### config.mk
export PLATFORM = sky130hd
export DESIGN_NAME = tmr8_top
export DESIGN_NICKNAME = d
export VERILOG_FILES = /design/src/core/tmr8_pkg.sv /design/src/core/tmr8_presc.sv /design/src/core/tmr8_wave.sv /design/src/core/tmr8_top.sv
export SDC_FILE = /design/constraint.sdc
export NUM_CORES = 1
export LEC_CHECK = 0
export BUFFER_PORTS_ARGS = -buffer_cell sky130_fd_sc_hd__buf_2
export CORE_ASPECT_RATIO = 1.25
export CORE_UTILIZATION = 58
export CTS_CLUSTER_DIAMETER = 120
export DETAILED_ROUTE_END_ITERATION = 10
export PLACE_DENSITY = 0.92
export SYNTH_ARGS = -nofsm -noshare
export SYNTH_HDL_FRONTEND = slang
export SYNTH_SLANG_ARGS = --single-unit
export TNS_END_PERCENT = 50
### constraint.sdc
create_clock -name CLOCK_I -period 3 [get_ports CLOCK_I]
set_input_delay 0.6 -clock CLOCK_I [delete_from_list [all_inputs] [get_ports CLOCK_I]]
set_output_delay 0.6 -clock CLOCK_I [all_outputs]
set_load 0.005 [all_outputs]
### src/core/tmr8_pkg.sv
// shared constants and types of the 8-bit waveform timer
package tmr8_pkg;
  localparam logic [7:0] MAX_C    = 8'hFF;
  localparam logic [7:0] BOTTOM_C = 8'h00;

  localparam int         ADDR_W      = 6;
  localparam logic [5:0] REG_CTRL    = 6'h00;
  localparam logic [5:0] REG_COUNT   = 6'h04;
  localparam logic [5:0] REG_CMPA    = 6'h08;
  localparam logic [5:0] REG_CMPB    = 6'h0C;
  localparam logic [5:0] REG_FLAGS   = 6'h10;
  localparam logic [5:0] REG_DIR     = 6'h14;

  localparam int CTRL_MODE_LSB = 0;
  localparam int CTRL_ACTA_LSB = 4;
  localparam int CTRL_ACTB_LSB = 6;
  localparam int CTRL_CS_LSB   = 8;
  localparam int FLAG_OVF_BIT  = 0;
  localparam int FLAG_MFA_BIT  = 1;
  localparam int FLAG_MFB_BIT  = 2;

  localparam logic [1:0] RESP_OKAY   = 2'h0;
  localparam logic [1:0] RESP_SLVERR = 2'h2;

  localparam logic [1:0] ACT_OFF    = 2'h0;
  localparam logic [1:0] ACT_TOGGLE = 2'h1;
  localparam logic [1:0] ACT_CLEAR  = 2'h2;
  localparam logic [1:0] ACT_SET    = 2'h3;

  localparam logic [2:0] CS_STOP    = 3'h0;
  localparam logic [2:0] CS_DIV1    = 3'h1;
  localparam logic [2:0] CS_DIV8    = 3'h2;
  localparam logic [2:0] CS_DIV64   = 3'h3;
  localparam logic [2:0] CS_DIV256  = 3'h4;
  localparam logic [2:0] CS_DIV1024 = 3'h5;
  localparam logic [9:0] LIM_DIV1    = 10'h000;
  localparam logic [9:0] LIM_DIV8    = 10'h007;
  localparam logic [9:0] LIM_DIV64   = 10'h03F;
  localparam logic [9:0] LIM_DIV256  = 10'h0FF;
  localparam logic [9:0] LIM_DIV1024 = 10'h3FF;

  localparam logic [2:0]  RST_MODE = 3'h0;
  localparam logic [7:0]  RST_BYTE = 8'h00;

  typedef enum logic [2:0] {
    MODE_NORMAL  = 3'b000,
    MODE_PC_FF   = 3'b001,
    MODE_CTC     = 3'b010,
    MODE_FAST_FF = 3'b011,
    MODE_RSV4    = 3'b100,
    MODE_PC_A    = 3'b101,
    MODE_RSV6    = 3'b110,
    MODE_FAST_A  = 3'b111
  } tmr8_mode_t;

  typedef enum logic [1:0] {
    CLS_PLAIN = 2'b00,
    CLS_FAST  = 2'b01,
    CLS_PHASE = 2'b10,
    CLS_NONE  = 2'b11
  } tmr8_cls_t;
endpackage : tmr8_pkg

### src/core/tmr8_presc.sv
// prescaler making the timer clock enable from the io clock
`timescale 1ns/1ps
module tmr8_presc (
  input  wire logic       clk_i,
  input  wire logic       rst_i,
  input  wire logic [2:0] sel_i,
  output logic            tick_o
);
  logic [9:0] cnt_ff;
  logic [9:0] lim;

  always_comb begin
    unique case (sel_i)
      tmr8_pkg::CS_DIV1:    lim = tmr8_pkg::LIM_DIV1;
      tmr8_pkg::CS_DIV8:    lim = tmr8_pkg::LIM_DIV8;
      tmr8_pkg::CS_DIV64:   lim = tmr8_pkg::LIM_DIV64;
      tmr8_pkg::CS_DIV256:  lim = tmr8_pkg::LIM_DIV256;
      tmr8_pkg::CS_DIV1024: lim = tmr8_pkg::LIM_DIV1024;
      default:              lim = tmr8_pkg::LIM_DIV1;
    endcase
  end

  // stop and unused selects give no enable at all
  always_ff @(posedge clk_i) begin
    if (rst_i || sel_i == tmr8_pkg::CS_STOP || sel_i > tmr8_pkg::CS_DIV1024) begin
      cnt_ff <= 10'h000;
      tick_o <= 1'b0;
    end else if (cnt_ff >= lim) begin
      cnt_ff <= 10'h000;
      tick_o <= 1'b1;
    end else begin
      cnt_ff <= cnt_ff + 10'h001;
      tick_o <= 1'b0;
    end
  end
endmodule : tmr8_presc

### src/core/tmr8_wave.sv
// compare output unit for one waveform output
`timescale 1ns/1ps
module tmr8_wave (
  input  wire logic                clk_i,
  input  wire logic                rst_i,
  input  wire logic                tick_i,
  input  wire logic                match_i,
  input  wire logic                wrap_i,
  input  wire logic                up_i,
  input  wire logic                cmp_top_i,
  input  wire tmr8_pkg::tmr8_cls_t cls_i,
  input  wire logic [1:0]          act_i,
  input  wire logic                tgl_ok_i,
  output logic                     wave_o
);
  logic nxt_wave;

  always_comb begin
    nxt_wave = wave_o;
    unique case (cls_i)
      tmr8_pkg::CLS_PLAIN: begin
        if (match_i && act_i == tmr8_pkg::ACT_TOGGLE) nxt_wave = ~wave_o;
        else if (match_i && act_i[1]) nxt_wave = act_i[0];
      end
      tmr8_pkg::CLS_FAST: begin
        if (act_i == tmr8_pkg::ACT_TOGGLE) begin
          if (match_i && tgl_ok_i) nxt_wave = ~wave_o;
        end else if (act_i[1]) begin
          if (wrap_i) nxt_wave = ~act_i[0];
          else if (match_i && !cmp_top_i) nxt_wave = act_i[0];
        end
      end
      tmr8_pkg::CLS_PHASE: begin
        if (act_i == tmr8_pkg::ACT_TOGGLE) begin
          if (match_i && tgl_ok_i) nxt_wave = ~wave_o;
        end else if (act_i[1] && match_i) begin
          // a match at top acts as the falling slope, keeping symmetry
          nxt_wave = (up_i && !cmp_top_i) ? act_i[0] : ~act_i[0];
        end
      end
      tmr8_pkg::CLS_NONE: nxt_wave = wave_o;
    endcase
  end

  always_ff @(posedge clk_i) begin
    if (rst_i) wave_o <= 1'b0;
    else if (tick_i) wave_o <= nxt_wave;
  end
endmodule : tmr8_wave

### src/core/tmr8_top.sv
// 8-bit timer with waveform modes and an axi4-lite register slave
`timescale 1ns/1ps
module tmr8_top (
  input  wire logic        CLOCK_I,
  input  wire logic        RST_I,
  input  wire logic [5:0]  AWADDR_I,
  input  wire logic        AWVALID_I,
  output logic             AWREADY_O,
  input  wire logic [31:0] WDATA_I,
  input  wire logic [3:0]  WSTRB_I,
  input  wire logic        WVALID_I,
  output logic             WREADY_O,
  output logic [1:0]       BRESP_O,
  output logic             BVALID_O,
  input  wire logic        BREADY_I,
  input  wire logic [5:0]  ARADDR_I,
  input  wire logic        ARVALID_I,
  output logic             ARREADY_O,
  output logic [31:0]      RDATA_O,
  output logic [1:0]       RRESP_O,
  output logic             RVALID_O,
  input  wire logic        RREADY_I,
  input  wire logic        OVF_ACK_I,
  output logic             WAVE_A_O,
  output logic             WAVE_A_OE_N_O,
  output logic             WAVE_B_O,
  output logic             WAVE_B_OE_N_O,
  output logic             OVF_FLAG_O,
  output logic             MATCH_A_FLAG_O,
  output logic             MATCH_B_FLAG_O
);
  tmr8_pkg::tmr8_mode_t mode_ff;
  logic [1:0]           act_a_ff;
  logic [1:0]           act_b_ff;
  logic [2:0]           cs_ff;
  logic [7:0]           cnt_ff;
  logic [7:0]           cmpa_ff;
  logic [7:0]           cmpb_ff;
  logic [7:0]           cmpa_act_ff;
  logic [7:0]           cmpb_act_ff;
  logic                 down_ff;
  logic [1:0]           dir_ff;
  logic [5:0]           aw_addr_ff;
  logic [31:0]          w_data_ff;
  logic [3:0]           w_strb_ff;
  logic                 aw_got_ff;
  logic                 w_got_ff;
  logic                 tick;
  tmr8_pkg::tmr8_cls_t  cls;
  logic [7:0]           top_v;
  logic [7:0]           cmpa_use;
  logic [7:0]           cmpb_use;
  logic                 match_a;
  logic                 match_b;
  logic                 at_top;
  logic [7:0]           nxt_cnt;
  logic                 nxt_down;
  logic                 ovf_ev;
  logic                 wr_do;
  logic                 wr_ok;
  logic                 cnt_wr;
  logic                 flag_wr;
  logic [31:0]          rd_data;
  logic                 rd_ok;

  function automatic tmr8_pkg::tmr8_cls_t mode_class(input tmr8_pkg::tmr8_mode_t m);
    unique case (m)
      tmr8_pkg::MODE_NORMAL, tmr8_pkg::MODE_CTC:    mode_class = tmr8_pkg::CLS_PLAIN;
      tmr8_pkg::MODE_FAST_FF, tmr8_pkg::MODE_FAST_A: mode_class = tmr8_pkg::CLS_FAST;
      tmr8_pkg::MODE_PC_FF, tmr8_pkg::MODE_PC_A:    mode_class = tmr8_pkg::CLS_PHASE;
      tmr8_pkg::MODE_RSV4, tmr8_pkg::MODE_RSV6:     mode_class = tmr8_pkg::CLS_NONE;
    endcase
  endfunction : mode_class

  function automatic logic addr_hit(input logic [5:0] a);
    addr_hit = (a == tmr8_pkg::REG_CTRL) || (a == tmr8_pkg::REG_COUNT)
            || (a == tmr8_pkg::REG_CMPA) || (a == tmr8_pkg::REG_CMPB)
            || (a == tmr8_pkg::REG_FLAGS) || (a == tmr8_pkg::REG_DIR);
  endfunction : addr_hit

  tmr8_presc u_presc (
    .clk_i  (CLOCK_I),
    .rst_i  (RST_I),
    .sel_i  (cs_ff),
    .tick_o (tick)
  );

  // ---- write channel: address and data taken in either order
  assign wr_do   = aw_got_ff && w_got_ff && !BVALID_O;
  assign wr_ok   = addr_hit(aw_addr_ff);
  assign cnt_wr  = wr_do && aw_addr_ff == tmr8_pkg::REG_COUNT && w_strb_ff[0];
  assign flag_wr = wr_do && aw_addr_ff == tmr8_pkg::REG_FLAGS && w_strb_ff[0];

  always_ff @(posedge CLOCK_I) begin
    if (RST_I) begin
      AWREADY_O  <= 1'b0;
      aw_got_ff  <= 1'b0;
      aw_addr_ff <= 6'h00;
    end else begin
      AWREADY_O <= AWVALID_I && !AWREADY_O && !aw_got_ff && !BVALID_O;
      if (AWVALID_I && AWREADY_O) begin
        aw_got_ff  <= 1'b1;
        aw_addr_ff <= AWADDR_I;
      end else if (wr_do) begin
        aw_got_ff <= 1'b0;
      end
    end
  end

  always_ff @(posedge CLOCK_I) begin
    if (RST_I) begin
      WREADY_O  <= 1'b0;
      w_got_ff  <= 1'b0;
      w_data_ff <= 32'h0000_0000;
      w_strb_ff <= 4'h0;
    end else begin
      WREADY_O <= WVALID_I && !WREADY_O && !w_got_ff && !BVALID_O;
      if (WVALID_I && WREADY_O) begin
        w_got_ff  <= 1'b1;
        w_data_ff <= WDATA_I;
        w_strb_ff <= WSTRB_I;
      end else if (wr_do) begin
        w_got_ff <= 1'b0;
      end
    end
  end

  always_ff @(posedge CLOCK_I) begin
    if (RST_I) begin
      BVALID_O <= 1'b0;
      BRESP_O  <= tmr8_pkg::RESP_OKAY;
    end else if (wr_do) begin
      BVALID_O <= 1'b1;
      BRESP_O  <= wr_ok ? tmr8_pkg::RESP_OKAY : tmr8_pkg::RESP_SLVERR;
    end else if (BREADY_I) begin
      BVALID_O <= 1'b0;
    end
  end

  // ---- configuration registers
  always_ff @(posedge CLOCK_I) begin
    if (RST_I) begin
      mode_ff  <= tmr8_pkg::tmr8_mode_t'(tmr8_pkg::RST_MODE);
      act_a_ff <= tmr8_pkg::ACT_OFF;
      act_b_ff <= tmr8_pkg::ACT_OFF;
      cs_ff    <= tmr8_pkg::CS_STOP;
      cmpa_ff  <= tmr8_pkg::RST_BYTE;
      cmpb_ff  <= tmr8_pkg::RST_BYTE;
      dir_ff   <= 2'h0;
    end else if (wr_do) begin
      if (aw_addr_ff == tmr8_pkg::REG_CTRL && w_strb_ff[0]) begin
        mode_ff  <= tmr8_pkg::tmr8_mode_t'(w_data_ff[tmr8_pkg::CTRL_MODE_LSB +: 3]);
        act_a_ff <= w_data_ff[tmr8_pkg::CTRL_ACTA_LSB +: 2];
        act_b_ff <= w_data_ff[tmr8_pkg::CTRL_ACTB_LSB +: 2];
      end
      if (aw_addr_ff == tmr8_pkg::REG_CTRL && w_strb_ff[1])
        cs_ff <= w_data_ff[tmr8_pkg::CTRL_CS_LSB +: 3];
      if (aw_addr_ff == tmr8_pkg::REG_CMPA && w_strb_ff[0]) cmpa_ff <= w_data_ff[7:0];
      if (aw_addr_ff == tmr8_pkg::REG_CMPB && w_strb_ff[0]) cmpb_ff <= w_data_ff[7:0];
      if (aw_addr_ff == tmr8_pkg::REG_DIR && w_strb_ff[0]) dir_ff <= w_data_ff[1:0];
    end
  end

  // ---- read channel
  always_comb begin
    rd_data = 32'h0000_0000;
    rd_ok   = 1'b1;
    case (ARADDR_I)
      tmr8_pkg::REG_CTRL: begin
        rd_data[tmr8_pkg::CTRL_MODE_LSB +: 3] = mode_ff;
        rd_data[tmr8_pkg::CTRL_ACTA_LSB +: 2] = act_a_ff;
        rd_data[tmr8_pkg::CTRL_ACTB_LSB +: 2] = act_b_ff;
        rd_data[tmr8_pkg::CTRL_CS_LSB +: 3]   = cs_ff;
      end
      tmr8_pkg::REG_COUNT: rd_data[7:0] = cnt_ff;
      tmr8_pkg::REG_CMPA:  rd_data[7:0] = cmpa_ff;
      tmr8_pkg::REG_CMPB:  rd_data[7:0] = cmpb_ff;
      tmr8_pkg::REG_FLAGS: begin
        rd_data[tmr8_pkg::FLAG_OVF_BIT] = OVF_FLAG_O;
        rd_data[tmr8_pkg::FLAG_MFA_BIT] = MATCH_A_FLAG_O;
        rd_data[tmr8_pkg::FLAG_MFB_BIT] = MATCH_B_FLAG_O;
      end
      tmr8_pkg::REG_DIR:   rd_data[1:0] = dir_ff;
      default:             rd_ok = 1'b0;
    endcase
  end

  always_ff @(posedge CLOCK_I) begin
    if (RST_I) begin
      ARREADY_O <= 1'b0;
      RVALID_O  <= 1'b0;
      RDATA_O   <= 32'h0000_0000;
      RRESP_O   <= tmr8_pkg::RESP_OKAY;
    end else begin
      ARREADY_O <= ARVALID_I && !ARREADY_O && !RVALID_O;
      if (ARVALID_I && ARREADY_O) begin
        RVALID_O <= 1'b1;
        RDATA_O  <= rd_data;
        RRESP_O  <= rd_ok ? tmr8_pkg::RESP_OKAY : tmr8_pkg::RESP_SLVERR;
      end else if (RREADY_I) begin
        RVALID_O <= 1'b0;
      end
    end
  end

  // ---- counting sequence
  assign cls      = mode_class(mode_ff);
  // ctc reads compare a live; pwm modes use the buffered copy
  assign cmpa_use = (cls == tmr8_pkg::CLS_PLAIN) ? cmpa_ff : cmpa_act_ff;
  assign cmpb_use = (cls == tmr8_pkg::CLS_PLAIN) ? cmpb_ff : cmpb_act_ff;
  assign top_v    = (mode_ff == tmr8_pkg::MODE_CTC) ? cmpa_ff
                  : (mode_ff[2] ? cmpa_act_ff : tmr8_pkg::MAX_C);
  assign match_a  = cnt_ff == cmpa_use;
  assign match_b  = cnt_ff == cmpb_use;
  assign at_top   = cnt_ff == top_v;

  always_comb begin
    nxt_cnt  = cnt_ff;
    nxt_down = down_ff;
    ovf_ev   = 1'b0;
    unique case (mode_ff)
      tmr8_pkg::MODE_NORMAL: begin
        nxt_cnt = cnt_ff + 8'h01;
        ovf_ev  = cnt_ff == tmr8_pkg::MAX_C;
      end
      tmr8_pkg::MODE_CTC: begin
        // a compare written below the count is passed by until the wrap
        nxt_cnt = match_a ? tmr8_pkg::BOTTOM_C : cnt_ff + 8'h01;
        ovf_ev  = cnt_ff == tmr8_pkg::MAX_C;
      end
      tmr8_pkg::MODE_FAST_FF, tmr8_pkg::MODE_FAST_A: begin
        nxt_cnt = at_top ? tmr8_pkg::BOTTOM_C : cnt_ff + 8'h01;
        ovf_ev  = at_top;
      end
      tmr8_pkg::MODE_PC_FF, tmr8_pkg::MODE_PC_A: begin
        if (top_v == tmr8_pkg::BOTTOM_C) begin
          nxt_cnt  = tmr8_pkg::BOTTOM_C;
          nxt_down = 1'b0;
          ovf_ev   = 1'b1;
        end else if (!down_ff) begin
          nxt_down = at_top;
          nxt_cnt  = at_top ? cnt_ff - 8'h01 : cnt_ff + 8'h01;
        end else if (cnt_ff == tmr8_pkg::BOTTOM_C) begin
          nxt_down = 1'b0;
          nxt_cnt  = cnt_ff + 8'h01;
          ovf_ev   = 1'b1;
        end else begin
          nxt_cnt = cnt_ff - 8'h01;
        end
      end
      tmr8_pkg::MODE_RSV4, tmr8_pkg::MODE_RSV6: nxt_cnt = cnt_ff;
    endcase
  end

  always_ff @(posedge CLOCK_I) begin
    if (RST_I) begin
      cnt_ff  <= tmr8_pkg::BOTTOM_C;
      down_ff <= 1'b0;
    end else if (cnt_wr) begin
      cnt_ff <= w_data_ff[7:0];
    end else if (tick) begin
      cnt_ff  <= nxt_cnt;
      down_ff <= nxt_down;
    end
  end

  // buffered compares load at top; for mode 7 that is the step to bottom
  always_ff @(posedge CLOCK_I) begin
    if (RST_I) begin
      cmpa_act_ff <= tmr8_pkg::RST_BYTE;
      cmpb_act_ff <= tmr8_pkg::RST_BYTE;
    end else if (cls == tmr8_pkg::CLS_PLAIN || cls == tmr8_pkg::CLS_NONE
                 || (tick && at_top)) begin
      cmpa_act_ff <= cmpa_ff;
      cmpb_act_ff <= cmpb_ff;
    end
  end

  // ---- sticky flags: a new event beats a clear in the same cycle
  always_ff @(posedge CLOCK_I) begin
    if (RST_I) begin
      OVF_FLAG_O     <= 1'b0;
      MATCH_A_FLAG_O <= 1'b0;
      MATCH_B_FLAG_O <= 1'b0;
    end else begin
      OVF_FLAG_O <= (tick && ovf_ev) || (OVF_FLAG_O && !OVF_ACK_I
                    && !(flag_wr && w_data_ff[tmr8_pkg::FLAG_OVF_BIT]));
      MATCH_A_FLAG_O <= (tick && match_a) || (MATCH_A_FLAG_O
                        && !(flag_wr && w_data_ff[tmr8_pkg::FLAG_MFA_BIT]));
      MATCH_B_FLAG_O <= (tick && match_b) || (MATCH_B_FLAG_O
                        && !(flag_wr && w_data_ff[tmr8_pkg::FLAG_MFB_BIT]));
    end
  end

  // ---- waveform outputs and pin enables
  tmr8_wave u_wave_a (
    .clk_i     (CLOCK_I),
    .rst_i     (RST_I),
    .tick_i    (tick),
    .match_i   (match_a),
    .wrap_i    (at_top),
    .up_i      (!down_ff),
    .cmp_top_i (cmpa_use == top_v),
    .cls_i     (cls),
    .act_i     (act_a_ff),
    .tgl_ok_i  (mode_ff[2]),
    .wave_o    (WAVE_A_O)
  );

  tmr8_wave u_wave_b (
    .clk_i     (CLOCK_I),
    .rst_i     (RST_I),
    .tick_i    (tick),
    .match_i   (match_b),
    .wrap_i    (at_top),
    .up_i      (!down_ff),
    .cmp_top_i (cmpb_use == top_v),
    .cls_i     (cls),
    .act_i     (act_b_ff),
    .tgl_ok_i  (1'b0),
    .wave_o    (WAVE_B_O)
  );

  always_ff @(posedge CLOCK_I) begin
    if (RST_I) begin
      WAVE_A_OE_N_O <= 1'b1;
      WAVE_B_OE_N_O <= 1'b1;
    end else begin
      WAVE_A_OE_N_O <= !(dir_ff[0] && act_a_ff != tmr8_pkg::ACT_OFF);
      WAVE_B_OE_N_O <= !(dir_ff[1] && act_b_ff != tmr8_pkg::ACT_OFF);
    end
  end
endmodule : tmr8_top

**Yosys cells after proc, flatten, opt, wreduce, memory -nomap -nowiden**

Memories as Yosys holds them, arrays and structs flattened. A register that Yosys moved wholly into a read port is not among the register bits.
Cells that the tools add are included.

- ROM bits: 16
- Bits in registers: 112
- Logic and storage cells: 249
- Output and inout bits: 48
- Memories kept: 1
- Bits of input ports: 56

Memories:

| memory | depth | width | read ports | clocked after Yosys merged registers in | write ports | RTL line | RTL |
|---|---|---|---|---|---|---|---|
| (no name shown) | 8 | 2 | 1 | 1 | 0 | tmr8_top.sv:67 | `unique case (m)` |

- Order comparisons: 2
- Reductions and logical operators: 101
- Multiplexer cells: 60
- Bitwise operators: 6
- $add $sub $neg: 3
- Eq/ne operators: 43

Operators with widths:

| cell | number |
|---|---|
| $mux 8 | 12 |
| $logic_and 1x1->1 | 44 |
| $eq 8x8->1 | 5 |
| $pmux 10 s4 | 1 |
| $mux 1 | 34 |
| $pmux 8 s4 | 1 |
| $eq 6x4->1 const B | 4 |
| $eq 6x5->1 const B | 4 |
| $eq 3x3->1 const B | 6 |
| $logic_not 1->1 | 16 |
| $logic_not 8->1 | 2 |
| $pmux 4 s4 | 1 |
| $reduce_bool 2->1 | 7 |
| $eq 3x2->1 const B | 4 |
| $eq 6x3->1 const B | 2 |
| $logic_not 6->1 | 2 |
| $logic_or 1x1->1 | 12 |
| $pmux 1 s3 | 4 |
| $pmux 2 s6 | 1 |
| $reduce_and 2->1 | 6 |
| $add 10x1->10 const B | 1 |
| $ge 10x10->1 | 1 |
| $reduce_or 2->1 | 5 |
| $mux 3 | 3 |
| 21 further kinds | 37 |

**Logic depth before layout (Yosys ltp)**

Gate-level depths: netlist of run 1.

- Word-level depth: 10
- Mapped depth: 12
- Gate-level depth less buffers: 10

**Cells and area by module**

A second synthesis of run 1 with hierarchy kept.

- Cell total of the unflattened synthesis: 813
- Area, all modules: 6920.4 um2

Modules (own cells, without submodules):

| module | seq. area each (um2) | cells each | area an instance (um2) | instances |
|---|---|---|---|---|
| tmr8_top | 1981.9 | 669 | 5703.0 | 1 |
| tmr8_presc | 220.2 | 82 | 726.9 | 1 |
| tmr8_wave | 20.0 | 31 | 245.2 | 2 |

**Worst setup path before layout of run 1**

Ideal clock, no wire load.

- Path type: register to register
- Start: register cls[0] (netlist name)
- End: register u_wave_b.wave_o
- Arrival time: 2.513 ns
- Period minus slack after synthesis: 2.585 ns
- Data required time: 2.928 ns
- Cell stages (with the launch flop): 13
- Slack: 0.415 ns
- Library setup time: 0.072 ns
- Path buffers: 2
- Cell sequence: dfxtp_1 inv_1 ha_1 buf_4 buf_6 mux2i_1 xnor2_1 nand2_1 nor4_2 nor2b_1 o21ai_2 a2111oi_2 mux2i_1

- Word-level cells in the longest chain between the ends: 9
- Elaborated cells on any way between the ends: 25
- Those cells by class: eq/ne (11); mux (6); bitwise (1); reduce/logical (7)

Ends and longest elaborated chain:

| element | RTL line | RTL |
|---|---|---|
| $logic_not 2->1 | tmr8_wave.sv:20, tmr8_top.sv:210 |  |
| $mux 8 | tmr8_top.sv:210 | `assign cmpb_use = (cls == tmr8_pkg::CLS_PLAIN) ? cmpb_ff : cmpb_act_ff;` |
| $eq 8x8->1 | tmr8_top.sv:317 | `.cmp_top_i (cmpb_use == top_v),` |
| $logic_not 1->1 | tmr8_wave.sv:30, tmr8_wave.sv:38 |  |
| $logic_and 1x1->1 | tmr8_wave.sv:38 | `nxt_wave = (up_i && !cmp_top_i) ? act_i[0] : ~act_i[0];` |
| $mux 1 | tmr8_wave.sv:38 |  |
| $mux 1 | tmr8_wave.sv:36 | `end else if (act_i[1] && match_i) begin` |
| $mux 1 | tmr8_wave.sv:34 | `if (act_i == tmr8_pkg::ACT_TOGGLE) begin` |
| $pmux 1 s3 | tmr8_wave.sv:20 | `unique case (cls_i)` |
| end signal, assigned | tmr8_wave.sv:47 | `else if (tick_i) wave_o <= nxt_wave;` |
| end, declared | tmr8_wave.sv:14 | `output logic wave_o` |

Several ways; a longest one is shown, not always the timed one. The select of a mux whose other input is x is not followed.
A chain may end at the register's enable or synchronous reset.

**Worst setup path after layout of run 1**

- Start: register cls[0] (netlist name)
- End: register u_wave_b.wave_o

- Word-level cells in the longest chain between the ends: 9
- Elaborated cells on any way between the ends: 25
- Those cells by class: eq/ne (11); mux (6); bitwise (1); reduce/logical (7)

Ends and longest elaborated chain:

| element | RTL line |
|---|---|
| $logic_not 2->1 | tmr8_wave.sv:20, tmr8_top.sv:210 |
| $mux 8 | tmr8_top.sv:210 |
| $eq 8x8->1 | tmr8_top.sv:317 |
| $logic_not 1->1 | tmr8_wave.sv:30, tmr8_wave.sv:38 |
| $logic_and 1x1->1 | tmr8_wave.sv:38 |
| $mux 1 | tmr8_wave.sv:38 |
| $mux 1 | tmr8_wave.sv:36 |
| $mux 1 | tmr8_wave.sv:34 |
| $pmux 1 s3 | tmr8_wave.sv:20 |

Several ways; a longest one is shown, not always the timed one. The select of a mux whose other input is x is not followed.

==> metrics.cfg, run 1 <==
[clocking]
clock_latency_ps = 350
cts.sinks = 112
clkTransAtPathRegs_ps = 80
cts_tree = yes
htreeDepth = 3
numCtsBuffers = 9
cts-root-buf = clkbuf_16
cts_buffer_depth = 2

[power]
p_seq_share_pct = 52.1
p_clk_share_pct = 41.3
switchingPower_uw = 706.6
cell_internal_pwr_mw = 2.236
sw_frac_of_total_pct = 24.01
ir_worst_vdd_mv = 0.3888
power_density_nw_per_um2 = 375.4
finalPower_mw = 2.943
comb_power_share_pct = 6.6
p_leak_nw = 3.006

[synth]
synth.most_common_cell = dfxtp_1
synthFlopType = dfxtp_1
synth_commonest_cells = 112 x dfxtp_1, 97 x nor2_1, 66 x mux2i_1
syn_area_per_cell_um2 = 8.620
yosysUniqueCellTypes = 75
synth_edf_count = 0
ys_warn_count = 0
ys_async_sr_fraction_pct = 0
syn_inst = 811
syn_area_um2 = 6990
synth-seq-cells = 112
synthTopCellsByArea = dfxtp_1 32%, mux2i_1 9.5%, nor2_1 5.2%
netlist.area_leader.share_pct = 32.07
yosys.area.top_type = dfxtp_1
synth_sequential_area_ratio_pct = 32.07

[route]
vias = 6701
wl_um = 21300
drt_iter0_drc = 823
viasPerCell = 6.500
antenna_left = 0
wire_per_inst_um = 20.66
drtPass1Iterations = 6
drc = 0

[critical_path]
worstPathRequired_ps = 3290
critPathTopFamily = compound AO/OA/AOI/OAI gates
crit_path_max_fanout = 7
critPathKind = reg -> reg
critical_path.max_stage_delay_ps = 360
path_cells = inv_2 > ha_4 > buf_8 > buf_12 > mux2i_4 > xor2_1 > nand4_1 > nor4_2 > buf_4 > o21ai_0 > o21a_1 > a2111oi_4 > mux2i_1
worst_path_max_delay_cell = a2111oi_4
worstSetupEndpointType = flip-flop
critPathBufInv = 4
cp_data_arrival_time_ps = 3230
worst_setup_path_start_kind = flip-flop

[place]
dp_slack_ps = 71.67
place_congestion = 0.9399
dp.cells = 1013
hpwl_um = 14300
port_buffers = 57

[floorplan]
die_area_um2 = 12500
die_y_um = 124.7
start_util_pct = 59.89
num_io_pins = 104
coreArea_um2 = 11670
num_rows = 44
die_w_um = 100.2

[timing]
min_period_ps = 2940
worst_pin_slew_ps = 755.0
fin_crit_sh_pct = 98.00
hold_violations = 0
setup-tns-final_ps = 0
fmax_mhz = 340.1
timing.slew.headroom_pct = 49.33
layout_setup_ws_ps = 60.03
drv_slew = 0
skew_ps = 10.49
setup_viol = 0

[min_path]
hold_path.class = reg -> reg

[finish]
fin_cells = 1031
num-nets-final = 939
antenna_cells = 0
drive_gt1_share_pct = 18.51
area_delta_synth_final_pct = 12.14

[global_routing]
grt_max_degree = 97
grt-ovfl-total = 0
antenna_found_initial = 0
grt_util_all_layers_pct = 33.02
grt_pass1_vias = 6349
grt_pass1_wl_um = 32020

[outcome]
status = completed

[flow_run]
max_cap_viol_count = 0

[layout make-up]
class | instances | area [um2]
Clock buffer | 11 | 232.7
Tap cell | 161 | 201.4
Sequential cell | 112 | 2245
Multi-Input combinational cell | 621 | 4359
Timing Repair Buffer | 98 | 650.6
Fill cell | 857 | 3832
Inverter | 23 | 86.33
Clock inverter | 5 | 63.81
[cells by family (layout without fill, tap and decap cells)]
kind of cell / Yosys count / after routing / share of synthesized area, %
other: 1 / 23 / 0.05364
muxes: 74 / 74 / 11.87
adders and majority gates: 18 / 18 / 3.222
buffers and inverters: 100 / 137 / 7.786
DFF: 112 / 112 / 32.07
xor gates and xnor gates: 40 / 40 / 5.012
and+or+nand+nor: 296 / 296 / 23.63
AOI/OAI and AO/OA: 170 / 170 / 16.36
[stage by stage]
step                instance area, um2  utilization [%]  hold WS (ps)
detailed placement                7448            63.82         431.4
floorplan                         7073                -         397.1
CTS                               7755            66.45         451.2
global route                      7839            67.16         472.1
finish                            7839            67.16         455.0
global placement                  7448            63.82         428.4
[worst register-to-register path: stages (launching register included)]
cell       delay (ps)
dfxtp_1           350
inv_2             110
ha_4              180
buf_8             160
buf_12            130
mux2i_4           250
xor2_1            190
nand4_1           130
nor4_2            320
buf_4             190
o21ai_0           110
o21a_1            170
a2111oi_4         360
mux2i_1           220
[registers in the layout, summed over array words and instances (netlist names), 6 cells and up]
register,cells
cmpb_act_ff,8
cmpa_ff,8
RDATA_O,11
aw_addr_ff,6
cmpb_ff,8
cmpa_act_ff,8
u_presc.cnt_ff,10
w_data_ff,11
cnt_ff,8
[final timing paths]
path / startpoint / endpoint / slack, ps / cells past startpoint
max: cls[0] / u_wave_b.wave_o / 60 / 13
min: RVALID_O / ARREADY_O / 460 / 1
max reg2reg: cls[0] / u_wave_b.wave_o / 60 / 13
min reg2reg: RVALID_O / ARREADY_O / 460 / 1
[power by group through the flow]
stage               Clock, mW  Combinational, mW  Sequential, mW
finish                   1.21              0.195            1.53
CTS                      1.22              0.181            1.53
floorplan                   0              0.142            1.55
detailed placement          0              0.178            1.56
global placement            0              0.174            1.56
global route             1.28              0.207            1.53
[timing repair]
action                                  CTS  global route
hold endpoints to repair                  0             0
hold buffers                              0             0
pin swaps                                 0             3
endpoints found under the setup margin    1             7
buffers inserted                          0             2
resized for setup                         3            15
[routing by layer]
layer | part of all wire (%) | wire length, um | GRT usage, % | vias to the layer above
met5 | 0 | 0 | 0 | -
li1 | - | - | - | 2978
met1 | 34 | 7207 | 34.92 | 3099
met4 | 9.0 | 1923 | 26.43 | 0
met2 | 48 | 10170 | 55.08 | 472
met3 | 9.4 | 2001 | 7.969 | 152
[cells in the final DEF (no fill, tap or decap), types with 8 or more instances in the layout]
cell type	synthesis	layout
conb_1	1	23
nand2_1	59	59
a21oi_1	49	48
o22ai_1	11	11
xor2_1	21	21
buf_2	6	57
xnor2_1	19	19
ha_1	18	17
inv_1	23	21
nor2_1	97	97
o21a_1	12	12
a22oi_1	11	11
a2111oi_0	9	9
nand3_1	20	20
nor3_1	33	33
dfxtp_1	112	110
clkbuf_16	0	9
mux2i_1	66	62
o21ai_0	24	24
nand2b_1	9	9
nor4b_4	8	8
buf_4	25	36
(Power assumes the default switching activity.)
==> run 2, diff against run 1 <==
--- a/config.mk
+++ b/config.mk
@@ -6,8 +6,10 @@
 export NUM_CORES = 1
 export LEC_CHECK = 0
 export BUFFER_PORTS_ARGS = -buffer_cell sky130_fd_sc_hd__buf_2
+export CELL_PAD_IN_SITES_DETAIL_PLACEMENT = 0
+export CELL_PAD_IN_SITES_GLOBAL_PLACEMENT = 1
 export CORE_ASPECT_RATIO = 1.25
-export CORE_UTILIZATION = 58
+export CORE_UTILIZATION = 44
 export CTS_CLUSTER_DIAMETER = 120
 export DETAILED_ROUTE_END_ITERATION = 10
 export PLACE_DENSITY = 0.92
==> run 2 against run 1 <==
Effect of this change:
- critical path depth decreased by 1
- worst setup slack improved by 65 ps
- routed wire length decreased by 13%
- critical endpoint is now cnt_ff[3]
- largest cell class unchanged
- largest power group unchanged
==> metrics.cfg, run 2 (synthesized netlist as in run 1, its figures left out) <==
[floorplan]
num_rows = 51  ; +16%
coreArea_um2 = 15570  ; +33%
die_area_um2 = 16400  ; +31%
die_w_um = 114.7  ; +15%
num_io_pins = 104  ; unchanged
start_util_pct = 44.90  ; -15 points
die_y_um = 142.9  ; +15%

[global_routing]
grt_pass1_wl_um = 29340  ; -8.4%
grt-ovfl-total = 0  ; unchanged
grt_max_degree = 61  ; -37%
grt_util_all_layers_pct = 23.24  ; -9.8 points
antenna_found_initial = 0  ; unchanged
grt_pass1_vias = 5643  ; -11%

[critical_path]
crit_top_cell = o31a_1
crit_path_start = cls[0]
path_cells = inv_1 > ha_1 > buf_12 > mux2i_2 > xnor2_1 > nor4_2 > and2_1 > a221o_1 > buf_4 > nand2_1 > o31a_1 > o31a_1
cp_data_arrival_time_ps = 3120  ; -110 ps
r2r_start = cls[0]
worstSetupEndpointType = flip-flop
worst_setup_path_start_kind = flip-flop
worstPathRequired_ps = 3240  ; -50 ps
crit_path_max_fanout = 18  ; +11
critical_path.max_stage_delay_ps = 390  ; +30 ps
worst_path_max_delay_cell = nor4_2
critPathKind = reg -> reg

[timing]
setup-tns-final_ps = 0  ; unchanged
skew_ps = 7.047  ; -3.441 ps
fin_crit_sh_pct = 95.83  ; -2.2 points
setup_viol = 0  ; unchanged
hold_violations = 0  ; unchanged
whs_ps = 448.0  ; -7.090 ps
drv_slew = 0  ; unchanged
timing.slew.headroom_pct = 55.78  ; +6.4 points
min_period_ps = 2875  ; -65.03 ps
worst_pin_slew_ps = 663.0  ; -92.05 ps
fmax_mhz = 347.8  ; +2.3%
rsz0062_at_grt = yes

[route]
vias = 6046  ; -9.8%
drc = 0  ; unchanged
drt_iter0_drc = 346  ; -58%
antenna_left = 0  ; unchanged
wl_met3_um = 849  ; -58%
maxUsedRoutingLayer = met4
wl_met2_um = 9201  ; -9.5%
wl_met1_um = 7525  ; +4.4%
wl_um = 18510  ; -13%
viasPerCell = 5.614  ; -14%
drtPass1Iterations = 5  ; -1
wire_per_inst_um = 17.19  ; -17%

[clocking]
cts_tree = yes
htreeDepth = 3  ; unchanged
clock_latency_ps = 350  ; about the same
cts.sinks = 112  ; unchanged
cts-root-buf = clkbuf_16
numCtsBuffers = 9  ; unchanged
ctsHoldBuffers = 0  ; unchanged
clkTransAtPathRegs_ps = 70  ; about the same
cts_buffer_depth = 2  ; unchanged

[finish]
mostFrequentLayoutCell = dfxtp_1
drive_gt1_share_pct = 17.23  ; -1.3 points
top_regs = RDATA_O: 11 flops, w_data_ff: 11 flops, u_presc.cnt_ff: 10 flops
area_delta_synth_final_pct = 11.26
antenna_cells = 0  ; unchanged
num-nets-final = 934  ; -0.53%
final_cell_mix = 111 x dfxtp_1, 97 x nor2_1, 63 x mux2i_1

[outcome]
status = completed

[place]
hpwl_um = 13710  ; -4.1%
place_congestion = 0.8818  ; -6.2%
port_buffers = 57  ; unchanged

[flow_run]
max_cap_viol_count = 0  ; unchanged

[power]
ir_worst_vdd_mv = 0.2727  ; -30%
power_density_nw_per_um2 = 364.9  ; -2.8%
p_leak_nw = 2.961  ; -1.5%

[min_path]
hold_start = dir_ff[0]
hold_path.class = reg -> reg

==> run 2: path summary, 6_finish.rpt <==
kind,end,cells after the start,slack (ps)
worst max-delay path,cnt_ff[3],12,130
worst min-delay path,WAVE_A_OE_N_O,1,450
worst max register to register,cnt_ff[3],12,130
worst min register to register,WAVE_A_OE_N_O,1,450
==> run 2: metrics by stage <==
| stage | utilization [%] | total power, mW | cell area, um2 | cells | setup slack (ps) |
|---|---|---|---|---|---|
| 2_1_floorplan | - | 1.690 | 7073 | 833 | 415.3 |
| 3_3_place_gp | 47.99 | 1.750 | 7472 | 1060 | 94.53 |
| 3_5_place_dp | 47.99 | 1.750 | 7472 | 1060 | 24.19 |
| 4_1_cts | 49.74 | 2.853 | 7745 | 1076 | 67.92 |
| 5_1_grt | 49.95 | 2.927 | 7777 | 1077 | -9.191 |
| 6_report | 49.95 | 2.838 | 7777 | 1077 | 125.1 |
==> run 2: metal layers <==
metal | vias to the layer above | GRT usage [%]
met2 | 190 | 40.77
met5 | - | 0
li1 | 2969 | -
met4 | 0 | 13.74
met3 | 47 | 2.377
met1 | 2840 | 27.31
==> run 2: area by class of cell <==
type | instances | area, um2
flip-flops and latches | 112 | 2243
clock inverters | 4 | 30.03
inverters | 23 | 86.33
repair buffers | 93 | 595.6
fillers | 1514 | 7792
well taps | 212 | 265.3
clock buffers | 12 | 236.5
multi-input cells | 621 | 4320
==> run 2: report_power, final <==
part	internal, mW	switching (mW)
registers	1.50	0.0274
logic	0.0758	0.114
clock network	0.569	0.550
total	2.15	0.691
==> run 2: what timing repair did <==
item	4_1_cts	5_1_grt
setup endpoints to repair	1	13
setup buffers	0	1
pin swaps	0	2
resized for setup	1	6
==> run 2: critical path, delay by kind of cell, from the launching register on <==
kind | cells | cell delay (ps)
and+or+nand+nor | 3 | 700
AOI/OAI and AO/OA | 3 | 650
muxes | 1 | 300
adders and majority gates | 1 | 200
DFF | 1 | 340
xor gates and xnor gates | 1 | 130
buffers and inverters | 3 | 440
==> run 3, diff against run 2 <==
--- a/config.mk
+++ b/config.mk
@@ -5,14 +5,15 @@
 export SDC_FILE = /design/constraint.sdc
 export NUM_CORES = 1
 export LEC_CHECK = 0
+export ABC_AREA = 1
 export BUFFER_PORTS_ARGS = -buffer_cell sky130_fd_sc_hd__buf_2
 export CELL_PAD_IN_SITES_DETAIL_PLACEMENT = 0
 export CELL_PAD_IN_SITES_GLOBAL_PLACEMENT = 1
 export CORE_ASPECT_RATIO = 1.25
-export CORE_UTILIZATION = 44
+export CORE_UTILIZATION = 40
 export CTS_CLUSTER_DIAMETER = 120
 export DETAILED_ROUTE_END_ITERATION = 10
-export PLACE_DENSITY = 0.92
+export PLACE_DENSITY = 0.91
 export SYNTH_ARGS = -nofsm -noshare
 export SYNTH_HDL_FRONTEND = slang
 export SYNTH_SLANG_ARGS = --single-unit
==> run 3 against run 2 <==
Effect of this change:
- hold slack worse by 2.4 ps
- utilization is 4.4 points lower
- critical endpoint is now u_wave_b.wave_o
- final cell count is 19% higher
- fmax is 4.4% higher
- highest routed layer unchanged
- synthesized area is 4.9% lower
- total power is 1.1% higher
- first-iteration DRC count is 4.6% higher
- design area is 5.1% lower
- non-clock buffer count is 23 lower
==> metrics.cfg, run 3 <==
[critical_path]
r2r_start = cls[0]
worst_path_max_delay_cell = o21ai_0
crit_top_cell = nand2_1
critical_path.max_stage_delay_ps = 450  ; +60 ps
path_cells = inv_1 > ha_1 > clkinv_1 > o21ai_0 > inv_1 > nand2_1 > nand4_1 > nor2_1 > nand2_1 > inv_1 > nand2_1 > nand2_1 > nand3_1 > nand2_1 > nand2_1 > a21oi_1
worst_setup_path_start_kind = flip-flop
crit_path_max_fanout = 10  ; -8
worstPathRequired_ps = 3300  ; +60 ps
reg2reg_depth = 16  ; +4
cp_data_arrival_time_ps = 3050  ; -70 ps
critPathKind = reg -> reg
worstSetupEndpointType = flip-flop
regToRegSetupSlack_ps = 250  ; +120 ps
reg2reg_to = u_wave_b.wave_o

[clocking]
cts.sinks = 112  ; unchanged
cts-resized-gates = 0  ; -1
clkTransAtPathRegs_ps = 80  ; about the same
cts_tree = yes
clock_latency_ps = 360  ; about the same
htreeDepth = 3  ; unchanged
post-cts-setup-buffers = 0  ; unchanged
numCtsBuffers = 9  ; unchanged
cts_buffer_depth = 2  ; unchanged
ctsHoldBuffers = 0  ; unchanged
cts-root-buf = clkbuf_16

[floorplan]
die_y_um = 146.2  ; +2.3%
num_rows = 52  ; +2.0%
die_area_um2 = 17150  ; +4.6%
num_io_pins = 104  ; unchanged
start_util_pct = 41.05  ; -3.8 points
coreArea_um2 = 16200  ; +4.1%
die_w_um = 117.3  ; +2.3%

[route]
viasPerCell = 5.084  ; -9.4%
drtPass1Iterations = 6  ; +1
antenna_left = 0  ; unchanged
wire_per_inst_um = 14.50  ; -16%
wl_um = 18660  ; +0.79%
drc = 0  ; unchanged
vias = 6543  ; +8.2%
drt_iter0_drc = 362  ; +4.6%

[timing]
setup_viol = 0  ; unchanged
setup-tns-final_ps = 0  ; unchanged
drv_slew = 0  ; unchanged
rsz0062_at_grt = no
min_period_ps = 2753  ; -121.5 ps
fin_crit_sh_pct = 91.78  ; -4.1 points
timing.slew.headroom_pct = 51.98  ; -3.8 points
worst_pin_slew_ps = 718.6  ; +55.56 ps
fmax_mhz = 363.2  ; +4.4%
hold_violations = 0  ; unchanged
whs_ps = 445.6  ; -2.390 ps
skew_ps = 14.84  ; +7.792 ps

[global_routing]
grt_util_all_layers_pct = 21.55  ; -1.7 points
grt-ovfl-total = 0  ; unchanged
grt_pass1_wl_um = 29240  ; -0.33%
grt_max_degree = 43  ; -30%
antenna_found_initial = 0  ; unchanged
grt_pass1_vias = 5778  ; +2.4%

[flow_run]
max_cap_viol_count = 0  ; unchanged

[synth]
ys_async_sr_fraction_pct = 0  ; unchanged
synth_sequential_area_ratio_pct = 33.72  ; +1.6 points
netlist.area_leader.share_pct = 33.72  ; +1.6 points
syn_inst = 1019  ; +26%
syn_area_per_cell_um2 = 6.526  ; -24%
synthFlopType = dfxtp_1
synth-seq-cells = 112  ; unchanged
synthTopCellsByArea = dfxtp_1 34%, nand2_1 14%, inv_1 7.6%
yosys.area.top_type = dfxtp_1
synth_commonest_cells = 250 x nand2_1, 135 x inv_1, 112 x dfxtp_1
syn_area_um2 = 6650  ; -4.9%
synth_edf_count = 0  ; unchanged
ys_warn_count = 0  ; unchanged
synth.most_common_cell = nand2_1
yosysUniqueCellTypes = 43  ; -43%

[min_path]
whs_path_depth = 1  ; unchanged
hold_start = ARREADY_O
hold_path.class = reg -> reg
hold-path-endpoint = ARREADY_O

[finish]
mostFrequentLayoutCell = nand2_1
drive_gt1_share_pct = 10.36  ; -6.9 points
antenna_cells = 0  ; unchanged
fin_cells = 1287  ; +19%
num-nets-final = 1140  ; +22%
top_regs = RDATA_O: 11 flops, w_data_ff: 11 flops, u_presc.cnt_ff: 10 flops
area_delta_synth_final_pct = 11.04
final_cell_mix = 250 x nand2_1, 134 x inv_1, 112 x dfxtp_1

[power]
p_leak_nw = 3.317  ; +12%
power_density_nw_per_um2 = 388.7  ; +6.5%
ir_worst_vdd_mv = 0.2955  ; +8.4%
finalPower_mw = 2.870  ; +1.1%

[place]
hpwl_um = 14430  ; +5.2%
place_congestion = 0.8898  ; +0.91%
port_buffers = 57  ; unchanged
dp.cells = 1271  ; +20%

[outcome]
status = completed

-- run 3: cell count changes in the layout (fill, tap and decap cells not counted), moves of 18 or more --
cell,previous run,this run
a21oi_1,48,100
buf_4,34,11
inv_1,23,134
mux2i_1,63,0
nand2_1,59,250
nand3_1,20,43
nor3_1,33,13
o21ai_0,24,85
xnor2_1,19,1
-- run 3: logic make-up (layout without fill, tap and decap cells) --
group	after synthesis	after routing	synth area share, %
AND/OR/NAND/NOR	428	428	27.70
flip-flops	112	112	33.72
XOR/XNOR	16	16	2.107
AO/OA/AOI/OAI	248	248	20.24
buffers and inverters	196	226	12.79
adder cells (fa/ha/maj)	18	18	3.387
other	1	23	0.05639
-- run 3: cell type report --
| class | count | area [um2] |
|---|---|---|
| Fill cell | 1689 | 8816 |
| Sequential cell | 112 | 2242 |
| Multi-Input combinational cell | 733 | 3640 |
| Clock inverter | 7 | 73.82 |
| Tap cell | 216 | 270.3 |
| Timing Repair Buffer | 70 | 407.9 |
| Clock buffer | 9 | 225.2 |
| Inverter | 140 | 525.5 |
-- run 3: per-stage QoR --
step                      util (%)  setup WS (ps)  instance area (um2)
after floorplan                  -          907.9                 6733
after global placement       43.74          399.6                 7086
after detailed placement     43.74          335.3                 7086
after CTS                    45.58          301.0                 7385
after global routing         45.58          12.83                 7385
final                        45.58          246.6                 7385
-- run 3: worst max-delay path by stage --
stage	slack, ps	from	cells past startpoint	endpoint
CTS	300	cls[0]	16	u_wave_b.wave_o
global placement	400	cls[0]	16	u_wave_b.wave_o
detailed placement	340	cls[0]	16	u_wave_b.wave_o
global route	10	cls[0]	16	u_wave_b.wave_o
finish	250	cls[0]	16	u_wave_b.wave_o
floorplan	910	cs_ff[2]	11	u_presc.cnt_ff[2]
-- run 3: where the power goes --
group	total (mW)	internal (mW)	switching [mW]	leakage (nW)
Sequential	1.52	1.51	0.0151	0.906
Clock	1.20	0.587	0.609	0.139
Combinational	0.150	0.0495	0.100	2.27
-- run 3: layer usage --
layer | vias up | GRT usage [%] | part of all wire, %
met5 | - | 0 | 0
met4 | 0 | 10.97 | 4.4
met3 | 47 | 2.383 | 3.8
met2 | 179 | 37.90 | 49
met1 | 2954 | 25.83 | 43
li1 | 3363 | - | -
-- run 3: worst max-delay path: cells and delay by family (launching register included) --
family          cells  cell delay [ps]
fa+ha+maj           1              260
flops               1              340
compound gates      2              560
simple gates        9              890
buf+inv             4              660
